[src/inc/status_protect_pkg.sv]
// Constants and types for the status and write-protection block
package status_protect_pkg;

    // ========================================================
    // Timing
    localparam int CLK_PERIOD_NS = 10;
    localparam int STATUS_WRITE_TIME_NS = 1_000_000;

    // ========================================================
    // Instruction codes
    localparam logic [7:0] WRITE_ENABLE_CMD = 8'h06;
    localparam logic [7:0] WRITE_DISABLE_CMD = 8'h04;
    localparam logic [7:0] STATUS_READ_CMD = 8'h05;
    localparam logic [7:0] STATUS_WRITE_CMD = 8'h01;
    localparam logic [7:0] PAGE_PROGRAM_CMD = 8'h02;
    localparam logic [7:0] SECTOR_ERASE_CMD = 8'hD8;
    localparam logic [7:0] BULK_ERASE_CMD = 8'hC7;

    // ========================================================
    // Status byte layout
    localparam int CYCLE_ACTIVE_POS = 0;
    localparam int WRITE_LATCH_POS = 1;
    localparam int GUARD_LSB = 2;
    localparam int GUARD_MSB = 4;
    localparam int LOCK_POS = 7;
    localparam logic [2:0] GUARD_RESET = 3'h0;
    localparam logic [2:0] GUARD_NONE = 3'h0;
    localparam logic [2:0] GUARD_ALL = 3'h7;
    localparam logic LOCK_RESET = 1'b0;

    // ========================================================
    // Framing, counted in whole bytes since select fell
    localparam logic [2:0] LAST_BIT = 3'h7;
    localparam logic [2:0] FIRST_BIT = 3'h0;
    localparam logic [2:0] LEN_CMD_ONLY = 3'h1;
    localparam logic [2:0] LEN_STATUS_WRITE = 3'h2;
    localparam logic [2:0] LEN_ADDR_DONE = 3'h4;
    localparam logic [2:0] LEN_PROGRAM_MIN = 3'h5;
    localparam logic [2:0] BYTE_CNT_MAX = 3'h5;
    localparam logic [2:0] BYTE_CMD = 3'h0;
    localparam logic [2:0] BYTE_ADDR_LAST = 3'h3;

    // ========================================================
    // Array geometry
    localparam int ADDR_W = 24;
    localparam int SECTOR_LSB = 16;
    localparam int SECTOR_MSB = 21;
    localparam logic [6:0] SECTOR_COUNT = 7'h40;
    localparam logic [6:0] SECTOR_ONE = 7'h01;

    typedef enum logic [1:0] {
        ARRAY_PROGRAM,
        ARRAY_SECTOR_ERASE,
        ARRAY_BULK_ERASE
    } array_op_t;

    typedef enum logic [1:0] {
        CYC_IDLE,
        CYC_STATUS_WRITE,
        CYC_ARRAY
    } cycle_state_t;

endpackage

[src/hdl/pin_sync.sv]
// Three-stage pin synchroniser with agreement filter and edge pulses
`timescale 1ns/1ps
module pin_sync #(
    parameter logic RESET_LEVEL = 1'b0
) (
    input wire logic clock_i,
    input wire logic rst_b_i,
    input wire logic pin_i,
    output logic level_o,
    output logic rise_o,
    output logic fall_o
);

    logic s1_q;
    logic s2_q;
    logic s3_q;

    // ========================================================
    // Chain; first stage feeds only the second
    always_ff @(posedge clock_i or negedge rst_b_i) begin
        if (!rst_b_i) begin
            s1_q <= RESET_LEVEL;
            s2_q <= RESET_LEVEL;
            s3_q <= RESET_LEVEL;
        end else begin
            s1_q <= pin_i;
            s2_q <= s1_q;
            s3_q <= s2_q;
        end
    end

    // ========================================================
    // A change counts once stages two and three agree
    always_ff @(posedge clock_i or negedge rst_b_i) begin
        if (!rst_b_i) begin
            level_o <= RESET_LEVEL;
        end else if (s2_q == s3_q) begin
            level_o <= s3_q;
        end
    end

    assign rise_o = (s2_q == s3_q) && s3_q && !level_o;
    assign fall_o = (s2_q == s3_q) && !s3_q && level_o;

endmodule

[src/hdl/cycle_timer.sv]
// Self-timed cycle counter: busy from start until a one-cycle done
`timescale 1ns/1ps
module cycle_timer #(
    parameter int unsigned CYCLES = 100_000
) (
    input wire logic clock_i,
    input wire logic rst_b_i,
    input wire logic start_i,
    output logic busy_o,
    output logic done_o
);

    logic [31:0] count_q;

    // ========================================================
    // Counter; a start while busy is ignored
    always_ff @(posedge clock_i or negedge rst_b_i) begin
        if (!rst_b_i) begin
            count_q <= 32'h0000_0000;
            busy_o <= 1'b0;
            done_o <= 1'b0;
        end else begin
            done_o <= 1'b0;
            if (busy_o) begin
                if (count_q == 32'h0000_0001) begin
                    busy_o <= 1'b0;
                    done_o <= 1'b1;
                end
                count_q <= count_q - 32'h0000_0001;
            end else if (start_i) begin
                busy_o <= 1'b1;
                count_q <= CYCLES;
            end
        end
    end

endmodule

[src/hdl/status_protect_logic.sv]
// Status byte, write latch and protection gating of a serial flash
`timescale 1ns/1ps
module status_protect_logic #(
    parameter int unsigned STATUS_WRITE_CYCLES =
        (status_protect_pkg::STATUS_WRITE_TIME_NS
        + status_protect_pkg::CLK_PERIOD_NS - 1)
        / status_protect_pkg::CLK_PERIOD_NS
) (
    input wire logic clock_i,
    input wire logic rst_b_i,
    input wire logic select_b_i,
    input wire logic sclk_i,
    input wire logic mosi_i,
    input wire logic write_protect_b_i,
    input wire logic array_done_i,
    output logic miso_o,
    output logic miso_oe_b_o,
    output logic array_go_o,
    output status_protect_pkg::array_op_t array_op_o,
    output logic [23:0] array_addr_o,
    output logic hardware_lock_mode_o
);

    // ========================================================
    // Pin synchronisers
    logic sel_b_lvl;
    logic sel_rise;
    logic sel_fall;
    logic sclk_rise;
    logic sclk_fall;
    logic mosi_lvl;
    logic wp_b_lvl;

    pin_sync #(.RESET_LEVEL(1'b1)) u_sel_sync (
        .clock_i(clock_i),
        .rst_b_i(rst_b_i),
        .pin_i(select_b_i),
        .level_o(sel_b_lvl),
        .rise_o(sel_rise),
        .fall_o(sel_fall)
    );

    pin_sync #(.RESET_LEVEL(1'b0)) u_sclk_sync (
        .clock_i(clock_i),
        .rst_b_i(rst_b_i),
        .pin_i(sclk_i),
        .level_o(),
        .rise_o(sclk_rise),
        .fall_o(sclk_fall)
    );

    pin_sync #(.RESET_LEVEL(1'b0)) u_mosi_sync (
        .clock_i(clock_i),
        .rst_b_i(rst_b_i),
        .pin_i(mosi_i),
        .level_o(mosi_lvl),
        .rise_o(),
        .fall_o()
    );

    pin_sync #(.RESET_LEVEL(1'b1)) u_wp_sync (
        .clock_i(clock_i),
        .rst_b_i(rst_b_i),
        .pin_i(write_protect_b_i),
        .level_o(wp_b_lvl),
        .rise_o(),
        .fall_o()
    );

    // ========================================================
    // Status state
    logic write_latch_flag_q;
    logic status_lock_bit_q;
    logic [2:0] area_guard_q;
    logic [7:0] pending_status_q;
    status_protect_pkg::cycle_state_t cycle_q;
    logic cycle_active_flag;
    logic hw_lock;
    logic [7:0] status_byte;

    assign cycle_active_flag = (cycle_q != status_protect_pkg::CYC_IDLE);
    // Lock follows both levels, so the order of bit and pin is irrelevant
    assign hw_lock = status_lock_bit_q && !wp_b_lvl;

    // Reserved positions tie to zero
    always_comb begin
        status_byte = 8'h00;
        status_byte[status_protect_pkg::CYCLE_ACTIVE_POS] = cycle_active_flag;
        status_byte[status_protect_pkg::WRITE_LATCH_POS] = write_latch_flag_q;
        status_byte[status_protect_pkg::GUARD_MSB:status_protect_pkg::GUARD_LSB] =
            area_guard_q;
        status_byte[status_protect_pkg::LOCK_POS] = status_lock_bit_q;
    end

    // ========================================================
    // Serial shifter, most significant bit first
    logic [2:0] bit_idx_q;
    logic [2:0] byte_cnt_q;
    logic [31:0] shift_q;
    logic [7:0] cmd_q;
    logic [23:0] addr_q;
    logic [31:0] shift_next;

    assign shift_next = {shift_q[30:0], mosi_lvl};

    always_ff @(posedge clock_i or negedge rst_b_i) begin
        if (!rst_b_i) begin
            bit_idx_q <= 3'h0;
            byte_cnt_q <= 3'h0;
            shift_q <= 32'h0000_0000;
        end else if (sel_fall) begin
            bit_idx_q <= status_protect_pkg::FIRST_BIT;
            byte_cnt_q <= status_protect_pkg::BYTE_CMD;
        end else if (!sel_b_lvl && sclk_rise) begin
            shift_q <= shift_next;
            bit_idx_q <= bit_idx_q + 3'h1;
            if (bit_idx_q == status_protect_pkg::LAST_BIT &&
                byte_cnt_q != status_protect_pkg::BYTE_CNT_MAX) begin
                byte_cnt_q <= byte_cnt_q + 3'h1;
            end
        end
    end

    // Command and address captured on the last bit of their bytes
    always_ff @(posedge clock_i or negedge rst_b_i) begin
        if (!rst_b_i) begin
            cmd_q <= 8'h00;
            addr_q <= 24'h00_0000;
        end else if (!sel_b_lvl && sclk_rise &&
                     bit_idx_q == status_protect_pkg::LAST_BIT) begin
            if (byte_cnt_q == status_protect_pkg::BYTE_CMD) begin
                cmd_q <= shift_next[7:0];
            end
            if (byte_cnt_q == status_protect_pkg::BYTE_ADDR_LAST) begin
                addr_q <= shift_next[23:0];
            end
        end
    end

    // ========================================================
    // Status output; reads are answered even while busy
    logic reading;
    logic [7:0] out_byte_q;

    assign reading = (cmd_q == status_protect_pkg::STATUS_READ_CMD) &&
        (byte_cnt_q != status_protect_pkg::BYTE_CMD);

    always_ff @(posedge clock_i or negedge rst_b_i) begin
        if (!rst_b_i) begin
            miso_o <= 1'b0;
            miso_oe_b_o <= 1'b1;
            out_byte_q <= 8'h00;
        end else if (sel_b_lvl || sel_rise) begin
            miso_oe_b_o <= 1'b1;
        end else if (sclk_fall && reading) begin
            miso_oe_b_o <= 1'b0;
            // Fresh snapshot each byte so the host sees the flag change
            if (bit_idx_q == status_protect_pkg::FIRST_BIT) begin
                out_byte_q <= status_byte;
                miso_o <= status_byte[status_protect_pkg::LAST_BIT];
            end else begin
                miso_o <= out_byte_q[status_protect_pkg::LAST_BIT - bit_idx_q];
            end
        end
    end

    // ========================================================
    // Decode at select rise; only whole bytes count
    logic on_boundary;
    logic can_write;
    logic status_write_cmd_ok;
    logic be_ok;
    logic se_ok;
    logic pp_ok;
    logic se_guarded;
    logic pp_guarded;

    // Guarded region grows from the top sector down
    function automatic logic guarded(input logic [2:0] g, input logic [23:0] a);
        logic [6:0] lowest;
        lowest = status_protect_pkg::SECTOR_COUNT -
            (status_protect_pkg::SECTOR_ONE << (g - 3'h1));
        if (g == status_protect_pkg::GUARD_NONE) begin
            return 1'b0;
        end
        if (g == status_protect_pkg::GUARD_ALL) begin
            return 1'b1;
        end
        return {1'b0, a[status_protect_pkg::SECTOR_MSB:status_protect_pkg::SECTOR_LSB]}
            >= lowest;
    endfunction

    assign se_guarded = guarded(area_guard_q, shift_q[23:0]);
    assign pp_guarded = guarded(area_guard_q, addr_q);
    assign on_boundary = (bit_idx_q == status_protect_pkg::FIRST_BIT);
    // A cycle in flight refuses everything except a status read
    assign can_write = sel_rise && on_boundary && !cycle_active_flag &&
        write_latch_flag_q;

    assign status_write_cmd_ok = can_write &&
        cmd_q == status_protect_pkg::STATUS_WRITE_CMD &&
        byte_cnt_q == status_protect_pkg::LEN_STATUS_WRITE &&
        !hw_lock;
    assign be_ok = can_write &&
        cmd_q == status_protect_pkg::BULK_ERASE_CMD &&
        byte_cnt_q == status_protect_pkg::LEN_CMD_ONLY &&
        area_guard_q == status_protect_pkg::GUARD_NONE;
    assign se_ok = can_write &&
        cmd_q == status_protect_pkg::SECTOR_ERASE_CMD &&
        byte_cnt_q == status_protect_pkg::LEN_ADDR_DONE &&
        !se_guarded;
    assign pp_ok = can_write &&
        cmd_q == status_protect_pkg::PAGE_PROGRAM_CMD &&
        byte_cnt_q == status_protect_pkg::LEN_PROGRAM_MIN &&
        !pp_guarded;

    // ========================================================
    // Status-write timer
    logic wsr_busy;
    logic wsr_done;

    cycle_timer #(.CYCLES(STATUS_WRITE_CYCLES)) u_wsr_timer (
        .clock_i(clock_i),
        .rst_b_i(rst_b_i),
        .start_i(status_write_cmd_ok),
        .busy_o(wsr_busy),
        .done_o(wsr_done)
    );

    // ========================================================
    // Cycle tracking
    always_ff @(posedge clock_i or negedge rst_b_i) begin
        if (!rst_b_i) begin
            cycle_q <= status_protect_pkg::CYC_IDLE;
        end else begin
            unique case (cycle_q)
                status_protect_pkg::CYC_IDLE: begin
                    if (status_write_cmd_ok) begin
                        cycle_q <= status_protect_pkg::CYC_STATUS_WRITE;
                    end else if (be_ok || se_ok || pp_ok) begin
                        cycle_q <= status_protect_pkg::CYC_ARRAY;
                    end
                end
                status_protect_pkg::CYC_STATUS_WRITE: begin
                    if (wsr_done) begin
                        cycle_q <= status_protect_pkg::CYC_IDLE;
                    end
                end
                status_protect_pkg::CYC_ARRAY: begin
                    if (array_done_i) begin
                        cycle_q <= status_protect_pkg::CYC_IDLE;
                    end
                end
                default: begin
                    cycle_q <= status_protect_pkg::CYC_IDLE;
                end
            endcase
        end
    end

    // ========================================================
    // Write-enable latch
    always_ff @(posedge clock_i or negedge rst_b_i) begin
        if (!rst_b_i) begin
            write_latch_flag_q <= 1'b0;
        end else if ((cycle_q == status_protect_pkg::CYC_STATUS_WRITE && wsr_done) ||
                     (cycle_q == status_protect_pkg::CYC_ARRAY && array_done_i)) begin
            write_latch_flag_q <= 1'b0;
        end else if (sel_rise && on_boundary && !cycle_active_flag &&
                     byte_cnt_q == status_protect_pkg::LEN_CMD_ONLY) begin
            if (cmd_q == status_protect_pkg::WRITE_ENABLE_CMD) begin
                write_latch_flag_q <= 1'b1;
            end else if (cmd_q == status_protect_pkg::WRITE_DISABLE_CMD) begin
                write_latch_flag_q <= 1'b0;
            end
        end
    end

    // ========================================================
    // Persistent protection bits, written only at update end
    always_ff @(posedge clock_i or negedge rst_b_i) begin
        if (!rst_b_i) begin
            pending_status_q <= 8'h00;
        end else if (status_write_cmd_ok) begin
            pending_status_q <= shift_q[7:0];
        end
    end

    always_ff @(posedge clock_i or negedge rst_b_i) begin
        if (!rst_b_i) begin
            status_lock_bit_q <= status_protect_pkg::LOCK_RESET;
            area_guard_q <= status_protect_pkg::GUARD_RESET;
        end else if (cycle_q == status_protect_pkg::CYC_STATUS_WRITE && wsr_done) begin
            // Latch, flag and reserved positions are not taken
            status_lock_bit_q <= pending_status_q[status_protect_pkg::LOCK_POS];
            area_guard_q <= pending_status_q[status_protect_pkg::GUARD_MSB:
                status_protect_pkg::GUARD_LSB];
        end
    end

    // ========================================================
    // Array launch; datapath lives outside
    always_ff @(posedge clock_i or negedge rst_b_i) begin
        if (!rst_b_i) begin
            array_go_o <= 1'b0;
            array_op_o <= status_protect_pkg::ARRAY_PROGRAM;
            array_addr_o <= 24'h00_0000;
        end else begin
            array_go_o <= be_ok || se_ok || pp_ok;
            if (be_ok) begin
                array_op_o <= status_protect_pkg::ARRAY_BULK_ERASE;
            end else if (se_ok) begin
                array_op_o <= status_protect_pkg::ARRAY_SECTOR_ERASE;
                array_addr_o <= shift_q[23:0];
            end else if (pp_ok) begin
                array_op_o <= status_protect_pkg::ARRAY_PROGRAM;
                array_addr_o <= addr_q;
            end
        end
    end

    always_ff @(posedge clock_i or negedge rst_b_i) begin
        if (!rst_b_i) begin
            hardware_lock_mode_o <= 1'b0;
        end else begin
            hardware_lock_mode_o <= hw_lock;
        end
    end

endmodule

[config.mk]
export PLATFORM = sky130hd
export DESIGN_NAME = status_protect_logic
export DESIGN_NICKNAME = d
export VERILOG_FILES = /design/src/inc/status_protect_pkg.sv /design/src/hdl/pin_sync.sv /design/src/hdl/cycle_timer.sv /design/src/hdl/status_protect_logic.sv
export SDC_FILE = /design/constraint.sdc
export NUM_CORES = 1
export LEC_CHECK = 0
export ABC_AREA = 1
export BUFFER_PORTS_ARGS = -buffer_cell sky130_fd_sc_hd__buf_4
export CAP_MARGIN = 5
export CORE_UTILIZATION = 30
export DETAILED_ROUTE_END_ITERATION = 12
export PLACE_DENSITY_LB_ADDON = 0.3
export SKIP_LAST_GASP = 1
export SLEW_MARGIN = 20
export SYNTH_ARGS = -nofsm -noshare
export SYNTH_HDL_FRONTEND = slang
export SYNTH_SLANG_ARGS = --single-unit
[constraint.sdc]
create_clock -name clock_i -period 4.6 [get_ports clock_i]
set_input_delay 0.46 -clock clock_i [delete_from_list [all_inputs] [get_ports clock_i]]
set_output_delay 0.46 -clock clock_i [all_outputs]
set_load 0.1 [all_outputs]
==> results of run 1 <==
[area by class of cell]
| type | count | area, µm² |
|---|---|---|
| repair buffers | 40 | 304.0 |
| clock inverters | 14 | 145.1 |
| well taps | 319 | 399.1 |
| inverters | 105 | 394.1 |
| flip-flops and latches | 159 | 3990 |
| multi-input cells | 594 | 2870 |
| fillers | 2462 | 15210 |
| clock buffers | 18 | 439.2 |
[per-layer routing]
metal | wire length (µm) | vias up | global-route usage
met1 | 7921 | 2653 | 0.1802
met2 | 7568 | 61 | 0.2255
met3 | 400 | 13 | 0.02926
met4 | 175 | 0 | 0.05252
li1 | - | 2929 | -
met5 | 0 | - | 0
[per-stage QoR]
step,utilization,instance area (µm²),power [W]
2_1_floorplan,-,7367,0.001603
3_3_place_gp,0.3350,7958,0.001691
3_5_place_dp,0.3350,7958,0.001692
4_1_cts,0.3596,8542,0.003111
5_1_grt,0.3596,8542,0.003202
6_report,0.3596,8542,0.003059
[power by group through the flow]
stage	sequential (W)	combinational, W	clock, W
2_1_floorplan	0.00150	0.000102	0
3_3_place_gp	0.00151	0.000181	0
3_5_place_dp	0.00151	0.000180	0
4_1_cts	0.00149	0.000183	0.00144
5_1_grt	0.00149	0.000209	0.00150
6_report	0.00149	0.000177	0.00140
[kinds of logic (layout without fill, tap and decap cells)]
family / Yosys count / in the layout / synth area share
adders and majority gates: 25 / 25 / 0.04178
and+or+nand+nor: 410 / 410 / 0.2311
AOI/OAI and AO/OA: 153 / 153 / 0.1080
buffers and inverters: 131 / 177 / 0.06963
muxes: 4 / 4 / 0.005435
DFF: 159 / 159 / 0.5416
xor gates and xnor gates: 2 / 2 / 0.002378
[synth_stat cells (3+ instances only)]
cell      count  share of area
nand2_1     251           0.13
dfrtp_1     150           0.51
o21ai_0     118          0.080
inv_1       102          0.052
nor2_1       77          0.039
nand3_1      35          0.024
ha_1         23          0.039
a21oi_1      19          0.013
clkbuf_1     19         0.0097
nor3_1       13         0.0088
nand4_1      12          0.010
dfstp_2       9          0.032
nor4_1        9         0.0076
buf_2         5         0.0034
mux2i_1       4         0.0054
inv_2         3         0.0015
nand3b_1      3         0.0031
o21ai_1       3         0.0020
o22ai_1       3         0.0025
or2_2         3         0.0025
[sequential cells by signal, summed over array words and instances (netlist names), 2 cells and up]
signal               cells
out_byte_q               6
array_addr_o            24
pending_status_q         4
array_op_o               2
cycle_q                  2
u_wsr_timer.count_q     32
cmd_q                    8
bit_idx_q                3
addr_q                  24
area_guard_q             3
shift_q                 24
byte_cnt_q               3
[how the worst max path moves through the flow]
stage | end | slack [ns] | depth (start not counted)
global route | array_addr_o[1] | 0.88 | 20
finish | array_addr_o[16] | 1.40 | 20
global placement | array_addr_o[23] | 1.40 | 20
CTS | array_addr_o[16] | 1.34 | 20
detailed placement | array_addr_o[16] | 1.35 | 20
floorplan | array_addr_o[10] | 2.13 | 23
[worst reg2reg max path, cell delays in order (launching register included)]
cell,delay (ns)
dfrtp_1,0.40
inv_1,0.16
nand2_1,0.07
nor2_1,0.16
inv_1,0.07
ha_1,0.28
inv_1,0.06
ha_1,0.27
nand2_1,0.05
nand2_1,0.05
nand2_1,0.04
nand2_1,0.05
nand2_1,0.05
nand2_1,0.05
nand2_1,0.04
nand2_1,0.05
nand2_1,0.08
nand2_2,0.16
nand2_2,0.30
inv_2,0.50
o21ai_0,0.19
==> results.md, run 1 <==
* Outcome: complete, no violations
* Vias per Instance at 4.528
* Critical path startpoint category: flip-flop
* Clk root buf: clkbuf_16
* Final nets at between 900 and 1,000
* Syn nets at 914
* Post-CTS setup buffers at 0
* FF-to-FF Start: area_guard_q[1]
* Crit path from: area_guard_q[1]
* Vias in the first global route at around 5,800
* Share of layout cells above drive strength 1 at 0.09892
* Layout Cells excl Fill at 1,249
* Pint at 0.002276 W
* Post-synth EDFFs at 0
* Register area share after synthesis at 0.5416
* Reg power frac at 0.486
* Worst Path Max Fanout at 29
* Leakage at 4.287 nW
* Die area at around 0.025 mm²
* Cell Count Post-Placement at 1,217
* GPL Wtd Cong at 0.8116
* Total congestion overflow at 0
* PortBufs at 36
* Worst setup margin at between 1 and 1.5 ns
* RSZ-0062 raised after global routing: no
* Min Hold Slack at 0.1117 ns
* Most frequent cells in the layout: nand2_1, dfrtp_1, o21ai_0, inv_1, nor2_1
* R2R Setup Slk at 1.40 ns
* Row count at 56
* Antenna viol nets, final at 0
* Clock Pin Slew Worst Setup and Hold Paths at 0.07 ns
* Post-synth cell types at 37
* PwrDens at 358.2 mW/mm²
* Layout area overhead at 15.95%
* Switching Share at 0.2559
* CP max-delay cell: inv_2
* Initial Util at 0.3102
* Setup WS pre-CTS at 1.353 ns
* Reg2reg path depth at 20
* CTS tree: done
* Min Tclk post-route at around 3.2 ns
* Crit end category: flip-flop
* Relative slew slack at 0.3394
* Critical path, cell by cell: inv_1, nand2_1, nor2_1, inv_1, ha_1, inv_1, ha_1, nand2_1, nand2_1, nand2_1, nand2_1, nand2_1, nand2_1, nand2_1, nand2_1, nand2_1, nand2_2, nand2_2, inv_2, o21ai_0
* Worst Tran Pin Value at a little under 1 ns
* Most used DFF post-synth: dfrtp_1
* TritonCTS Buffers at 17
* Clk network pwr share at 0.457
* Synth warnings at 0
* Clock tree sinks at 159
* Clock Latency Late Sink at 0.43 ns
* Hold_buf cts at 0
* Largest net degree at the start of global routing at 102
* Layout Skew at between 0.01 and 0.015 ns
* Die width at 158.7 µm
* Peak VDD IR at 0.2207 mV
* GRT Util Overall at 0.1387
* Max Transition Viols Final at 0
* Vias at about 5,700
* DP HPWL at ~11,000 µm
* Routed WL per cell at between 10 and 15 µm
* Most used cell, CP: nand2_1
* Mapped Cells at 884
* R2r endpoint: array_addr_o[16]
* Comb power frac at 0.058
* Syn avg cell area at about 8.3 µm²
* Register bit total from synthesis at roughly 160
* N_diodes at 0
* Core Area at 0.02375 mm²
* Most common cell after layout, fill and taps aside: nand2_1
* Final WL at 16,070 µm
* Initial DRC Count at 291
* CP top delay family: simple AND/OR/NAND/NOR gates
* Async S/R FF share, synth at 1.000
* CTS H-tree lvls at 4
* Residual DRC at 0
* Worst EP required at 4.89 ns
* Crit path largest cell delay at 0.49 ns
* Max cap viols at 0
* Drt first pass iters at 4
* # IOs at 37
* Post_cts resized at 0
* Final Hold Viols at 0
* CP arrival at roughly 3.5 ns
* Psw at roughly 0.0008 W
* Mapped Area at around 0.0074 mm²
* Tcrit/Tclk final at 0.6948
* Hold crit path type: in2async
* TNS Setup at 0 ns
* Critical path buffers and inverters at 4
* Fmax at roughly 310 MHz
* Final Setup Violations at 0
* First-pass GRT wire length at 28,230 µm
* Initial antenna violation count at 0
* Die span in y at 158.7 µm
* Clock Path Buffers at 2
* Crit path kind: reg2reg
Note: power is estimated with default switching activity, not from simulation.
==> run 2: changes to the inputs <==
Clock period 4.6 ns to 2.8 ns, I/O delays scaled along.
==> run 2 against run 1 <==
  * First-iteration DRC count up 15%
  * Sequential power up 64%
  * Final cell count up 1.3%
  * Register-to-register slack worse by 1.1 ns
  * Combinational power up 68%
  * Power up 67%
  * Global-route usage down 0.15 points
  * Clock skew down 0.0060 ns
  * Die area unchanged
  * Count of clock-buffer cells in the layout up 1
  * Critical path type unchanged
==> results.md, run 2 (same netlist as run 1, synthesis figures left out) <==
* Final nets at 963 (+1.7%)
* Worst Tran Pin Value at 0.7228 ns (-0.2681 ns)
* Relative slew slack at 0.5182 (+0.1787)
* R2R Setup Slk at 0.29 ns (-1.11 ns)
* Largest net degree at the start of global routing at 76 (-25%)
* Multi-input logic area at 0.002870 mm² (unchanged)
* PortBufs at 36 (unchanged)
* Layout Cells excl Fill at 1,265 (+1.3%)
* Final Setup Violations at 0 (unchanged)
* Hold Path Origin: array_done_i
* Clock Pin Slew Worst Setup and Hold Paths at 0.07 ns (about the same)
* Worst Path Max Fanout at 29 (unchanged)
* Layout area overhead at 18.56%
* Crit end category: flip-flop
* Final WL at 16,060 µm (about the same)
* Critical path startpoint category: flip-flop
* Max cap viols at 0 (unchanged)
* Die span in y at 158.7 µm (unchanged)
* # IOs at 37 (unchanged)
* Most common cell after layout, fill and taps aside: nand2_1
* Fmax at 399.2 MHz (+28%)
* Clk root buf: clkbuf_16
* Min Tclk post-route at 2.505 ns (-0.6907 ns)
* Reg2reg path depth at 22 (+10%)
* CP arrival at 2.81 ns (-0.68 ns)
* Layout Skew at 0.008274 ns (-0.005961 ns)
* Leakage at 4.384 nW (+2.3%)
* Drt first pass iters at 4 (unchanged)
* Initial Util at 0.3102 (unchanged)
* Clock tree sinks at 159 (unchanged)
* Vias in the first global route at 5,644 (-1.9%)
* Min Hold Slack at 0.1341 ns (+0.02232 ns)
* Met2 WL at 7531 µm (-0.49%)
* Most frequent cells in the layout: nand2_1, dfrtp_1, o21ai_0, inv_1, nor2_1
* Outcome: complete, no violations
* Worst hold path endpoint: write_latch_flag_q
* DP HPWL at 11,280 µm (+1.8%)
* Fill count at 2,447 (-0.61%)
* Core Area at 0.02375 mm² (unchanged)
* Cell Count Post-Placement at 1,228 (+0.90%)
* Hold crit path type: in2reg
* FF-to-FF Start: area_guard_q[1]
* CTS tree: done
* GPL Wtd Cong at 0.8087 (-0.36%)
* R2r endpoint: array_addr_o[16]
* Max Transition Viols Final at 0 (unchanged)
* Initial DRC Count at 335 (+15%)
* N_diodes at 0 (unchanged)
* Share of layout cells above drive strength 1 at 0.1078 (+0.008898)
* CTS H-tree lvls at 4 (unchanged)
* RSZ-0062 raised after global routing: no
* Peak VDD IR at 0.3394 mV (+54%)
* Antenna viol nets, final at 0 (unchanged)
* Post-CTS setup buffers at 0 (unchanged)
* Cell depth of the worst hold path at 4
* Max reg flops at 32 (unchanged)
* Reg area at 0.003990 mm² (unchanged)
* Final Hold Viols at 0 (unchanged)
* Clock Path Buffers at 2 (unchanged)
* GRT Util Overall at 0.1372 (-0.001462)
* TritonCTS Buffers at 17 (unchanged)
* Die width at 158.7 µm (unchanged)
* Clock Latency Late Sink at 0.42 ns (about the same)
* Biggest register: u_wsr_timer.count_q
* Met3 WL at 471 µm (+18%)
* Routed WL per cell at 12.70 µm (-1.3%)
* Worst EP required at 3.10 ns (-1.79 ns)
* Total congestion overflow at 0 (unchanged)
* Crit path kind: reg2reg
* Initial antenna violation count at 0 (unchanged)
* Highest routed layer: met4
* Tcrit/Tclk final at 0.8947 (+0.1999)
* Residual DRC at 0 (unchanged)
* Vias per Instance at 4.496 (-0.72%)
* Wl on met1 at 7807 µm (-1.4%)
* Vias at 5,687 (+0.55%)
* First-pass GRT wire length at 28,150 µm (-0.29%)
* PwrDens at 585.7 mW/mm² (+64%)
* Die area at 0.02519 mm² (unchanged)
* Row count at 56 (unchanged)
* TNS Setup at 0 ns (unchanged)
==> run 2: changes by cell type in the layout (fill, tap and decap cells not counted), sizes merged <==
cell	change
bufinv	+2
buf	+11
clkbuf	+1
dlygate4sd3	+5
clkinv	+5
inv	-8
==> run 2: worst max-delay path: stages (launching register included) <==
cell and delay [ns]:
dfrtp_1 0.40, inv_1 0.08, nand2_1 0.05, nor2_1 0.12, inv_1 0.06, ha_1 0.21, inv_1 0.08, nand3_1 0.08
nand2_1 0.09, ha_1 0.23, nand2_1 0.06, nand2_1 0.04, nand2_1 0.05, nand3_1 0.06, nand2_1 0.06, nand2_1 0.05
nand2_1 0.05, nand2_1 0.09, nand2_2 0.17, inv_2 0.06, buf_12 0.16, nand2_1 0.06, o21ai_0 0.07
==> run 2: cell type report <==
type                       instances  share of cell area
clock buffer                      19             0.05071
clock inverter                    13             0.01877
inverter                         105             0.04512
multi-input combinational        594              0.3286
sequential                       159              0.4568
tap                              319             0.04570
timing repair buffer              56             0.05429
==> run 2: through the flow <==
step | setup WS, ns | instance area [µm²] | util | total power, W
finish | 0.2948 | 8735 | 0.3677 | 0.005116
global route | 0.0006974 | 8735 | 0.3677 | 0.005353
CTS | 0.2681 | 8735 | 0.3677 | 0.005199
detailed placement | 0.2824 | 8078 | 0.3401 | 0.002783
global placement | 0.3276 | 8078 | 0.3401 | 0.002780
floorplan | 0.3325 | 7367 | - | 0.002634
==> run 2: worst max-delay path by stage <==
stage	start	end	depth (start not counted)
floorplan	area_guard_q[1]	array_addr_o[10]	23
global placement	area_guard_q[1]	array_addr_o[4]	21
detailed placement	area_guard_q[1]	array_addr_o[16]	22
CTS	area_guard_q[1]	array_addr_o[16]	21
global route	area_guard_q[1]	array_addr_o[16]	21
finish	area_guard_q[1]	array_addr_o[16]	22
==> run 2: where the power goes <==
group | internal [W] | leakage (nW) | switching, W | total [W]
clock | 0.00143 | 0.293 | 0.000947 | 0.00238
sequential | 0.00238 | 2.16 | 0.0000574 | 0.00244
combinational | 0.0000831 | 1.93 | 0.000215 | 0.000298
total | 0.00390 | 4.38 | 0.00122 | 0.00512
==> run 2: timing repair <==
| action | 4_1_cts | 5_1_grt |
|---|---|---|
| endpoints found under the setup margin | 0 | 1 |
| resized for setup | 0 | 1 |
| hold buffers | 5 | 0 |
| hold endpoints to repair | 67 | 0 |
==> run 2: metal layers <==
metal	global-route usage	vias to the layer above
met5	0	-
met4	0.04898	0
met3	0.02456	19
met2	0.2249	92
met1	0.1806	2628
li1	-	2948
==> run 3: changes to the inputs <==
==> constraint.sdc (replaced) <==
create_clock -name clock_i -period 2.8 [get_ports clock_i]
set_input_delay 0.56 -clock clock_i [delete_from_list [all_inputs] [get_ports clock_i]]
set_output_delay 0.56 -clock clock_i [all_outputs]
set_load 0.1 [all_outputs]
==> run 3 against run 2 <==
  * Power is 0.72% higher
  * Non-clock buffer count is 3 lower
  * Via count is 0.25% lower
  * First-iteration DRC count is 2.1% higher
  * Cell area is 0.40% lower
  * Clock power is 2% higher
  * Sequential share of layout area is 0.18 points higher
==> results.md, run 3 (same netlist as run 1, synthesis figures left out) <==
* Vias in the first global route at 5,544 (-1.8%)
* Final Hold Viols at 0 (unchanged)
* Residual DRC at 0 (unchanged)
* Final nets at 960 (-0.31%)
* Worst Tran Pin Value at 0.7086 ns (-0.01418 ns)
* Critical path startpoint category: flip-flop
* Reg area at 0.003990 mm² (unchanged)
* Peak VDD IR at 0.4271 mV (+26%)
* Die width at 158.7 µm (unchanged)
* Clock Latency Late Sink at 0.43 ns (about the same)
* Psw at 0.001257 W (+3.0%)
* Row count at 56 (unchanged)
* Largest net degree at the start of global routing at 59 (-22%)
* Initial DRC Count at 342 (+2.1%)
* Switching Share at 0.2439 (+0.005348)
* Hold_buf cts at 0 (-5)
* DP HPWL at 11,310 µm (+0.32%)
* CTS tree: done
* Crit path from: area_guard_q[1]
* Clk root buf: clkbuf_16
* Clock tree sinks at 159 (unchanged)
* Clk network pwr share at 0.470 (+0.005)
* Final WL at 16,260 µm (+1.3%)
* Pint at 0.003896 W (about the same)
* PortBufs at 36 (unchanged)
* Layout area overhead at 18.09%
* Share of layout cells above drive strength 1 at 0.1092 (+0.001403)
* Post-CTS setup buffers at 0 (unchanged)
* Drt first pass iters at 5 (+1)
* First-pass GRT wire length at 27,880 µm (-0.98%)
* FF-to-FF Start: area_guard_q[1]
* Relative slew slack at 0.5233 (+0.005098)
* CTS H-tree lvls at 4 (unchanged)
* N_diodes at 0 (unchanged)
* Die area at 0.02519 mm² (unchanged)
* Max cap viols at 0 (unchanged)
* Fill count at 2,455 (+0.33%)
* Vias at 5,673 (-0.25%)
* TritonCTS Buffers at 17 (unchanged)
* Most common cell after layout, fill and taps aside: nand2_1
* Hold crit path type: in2async
* Final Setup Violations at 0 (unchanged)
* Die span in y at 158.7 µm (unchanged)
* Initial Util at 0.3102 (unchanged)
* Fmax at 401.9 MHz (+0.69%)
* Tcrit/Tclk final at 0.8886 (-0.006132)
* Total congestion overflow at 0 (unchanged)
* TNS Setup at 0 ns (unchanged)
* Routed WL per cell at 12.89 µm (+1.5%)
* Min Tclk post-route at 2.488 ns (-0.01717 ns)
* GPL Wtd Cong at 0.8204 (+1.4%)
* Crit path kind: reg2reg
* PwrDens at 592.3 mW/mm² (+1.1%)
* Clock Path Buffers at 2 (unchanged)
* RSZ-0062 raised after global routing: no
* Biggest register: u_wsr_timer.count_q
* DP Area at 0.008093 mm² (+0.19%)
* Crit end category: flip-flop
* Worst Path Max Fanout at 29 (unchanged)
* Layout Skew at 0.01393 ns (+0.005660 ns)
* Outcome: complete, no violations
* Leakage at 4.362 nW (-0.50%)
* Final Cell Area at 0.008700 mm² (-0.40%)
* Clock Pin Slew Worst Setup and Hold Paths at 0.06 ns (about the same)
* GRT Util Overall at 0.1363 (-0.0009028)
* Initial antenna violation count at 0 (unchanged)
* R2R Setup Slk at 0.31 ns (+0.02 ns)
* Worst EP required at 3.11 ns (about the same)
* Vias per Instance at 4.495 (about the same)
* # IOs at 37 (unchanged)
* Antenna viol nets, final at 0 (unchanged)
* Multi-input logic area at 0.002870 mm² (unchanged)
* Core Area at 0.02375 mm² (unchanged)
* Reg power frac at 0.473 (-0.004)
* Max Transition Viols Final at 0 (unchanged)
* R2r endpoint: array_addr_o[21]
* Most frequent cells in the layout: nand2_1, dfrtp_1, o21ai_0, inv_1, nor2_1
* CP arrival at 2.79 ns (-0.02 ns)
* Comb power frac at 0.056 (-0.002)
* Max reg flops at 32 (unchanged)
* Reg2reg path depth at 22 (unchanged)
==> run 3: how the worst max path moves through the flow <==
| stage | to | slack (ns) |
|---|---|---|
| after floorplan | array_addr_o[10] | 0.33 |
| after global routing | u_wsr_timer.count_q[28] | 0.003 |
| after global placement | array_addr_o[3] | 0.32 |
| final | array_addr_o[21] | 0.31 |
| after CTS | array_addr_o[3] | 0.26 |
| after detailed placement | array_addr_o[3] | 0.28 |
==> run 3: worst max-delay path: stages, from the launching register on <==
cell	delay [ns]
dfrtp_1	0.40
inv_1	0.08
nand2_1	0.05
nor2_1	0.12
inv_1	0.06
ha_1	0.27
inv_1	0.05
ha_1	0.27
nand2_1	0.07
nand2_1	0.05
nand2_1	0.05
nand2_1	0.04
nand2_1	0.05
nand3_1	0.06
nand2_1	0.07
nand2_1	0.05
nand2_1	0.05
nand2_1	0.09
nand2_2	0.16
inv_2	0.06
buf_12	0.16
nand2_1	0.06
o21ai_0	0.07
==> run 3: per-layer routing <==
metal,global-route usage,part of all wire,wire [µm]
met1,0.1832,0.49,8027
met2,0.2195,0.47,7648
met3,0.03056,0.024,387
met4,0.03707,0.012,199
met5,0,0,0
==> run 3: stage by stage <==
step | setup WS (ns) | power (W) | std cells | hold WS, ns | utilization
2_1_floorplan | 0.3325 | 0.002634 | 884 | 0.2644 | -
3_3_place_gp | 0.3244 | 0.002778 | 1230 | 0.3368 | 0.3407
3_5_place_dp | 0.2814 | 0.002777 | 1230 | 0.3450 | 0.3407
4_1_cts | 0.2604 | 0.005209 | 1262 | 0.1238 | 0.3663
5_1_grt | 0.002607 | 0.005370 | 1262 | 0.1513 | 0.3663
6_report | 0.3120 | 0.005152 | 1262 | 0.1024 | 0.3663
==> run 3: layout make-up <==
type / instances / share of cell area
Clock buffer: 20 / 0.05134
Inverter: 105 / 0.04530
Multi-Input combinational cell: 594 / 0.3299
Sequential cell: 159 / 0.4587
Timing Repair Buffer: 53 / 0.05048
Tap cell: 319 / 0.04588
Clock inverter: 12 / 0.01841
==> run 3: power groups by stage <==
stage	registers [W]	clock network, W	logic [W]
3_5_place_dp	0.00248	0	0.000299
2_1_floorplan	0.00247	0	0.000168
3_3_place_gp	0.00248	0	0.000298
4_1_cts	0.00244	0.00247	0.000301
6_report	0.00244	0.00242	0.000291
5_1_grt	0.00245	0.00257	0.000347
==> run 3: timing repair <==
item                       CTS  global route
hold endpoints to repair     0             0
gates resized for setup      0             3
setup endpoints to repair    0             3
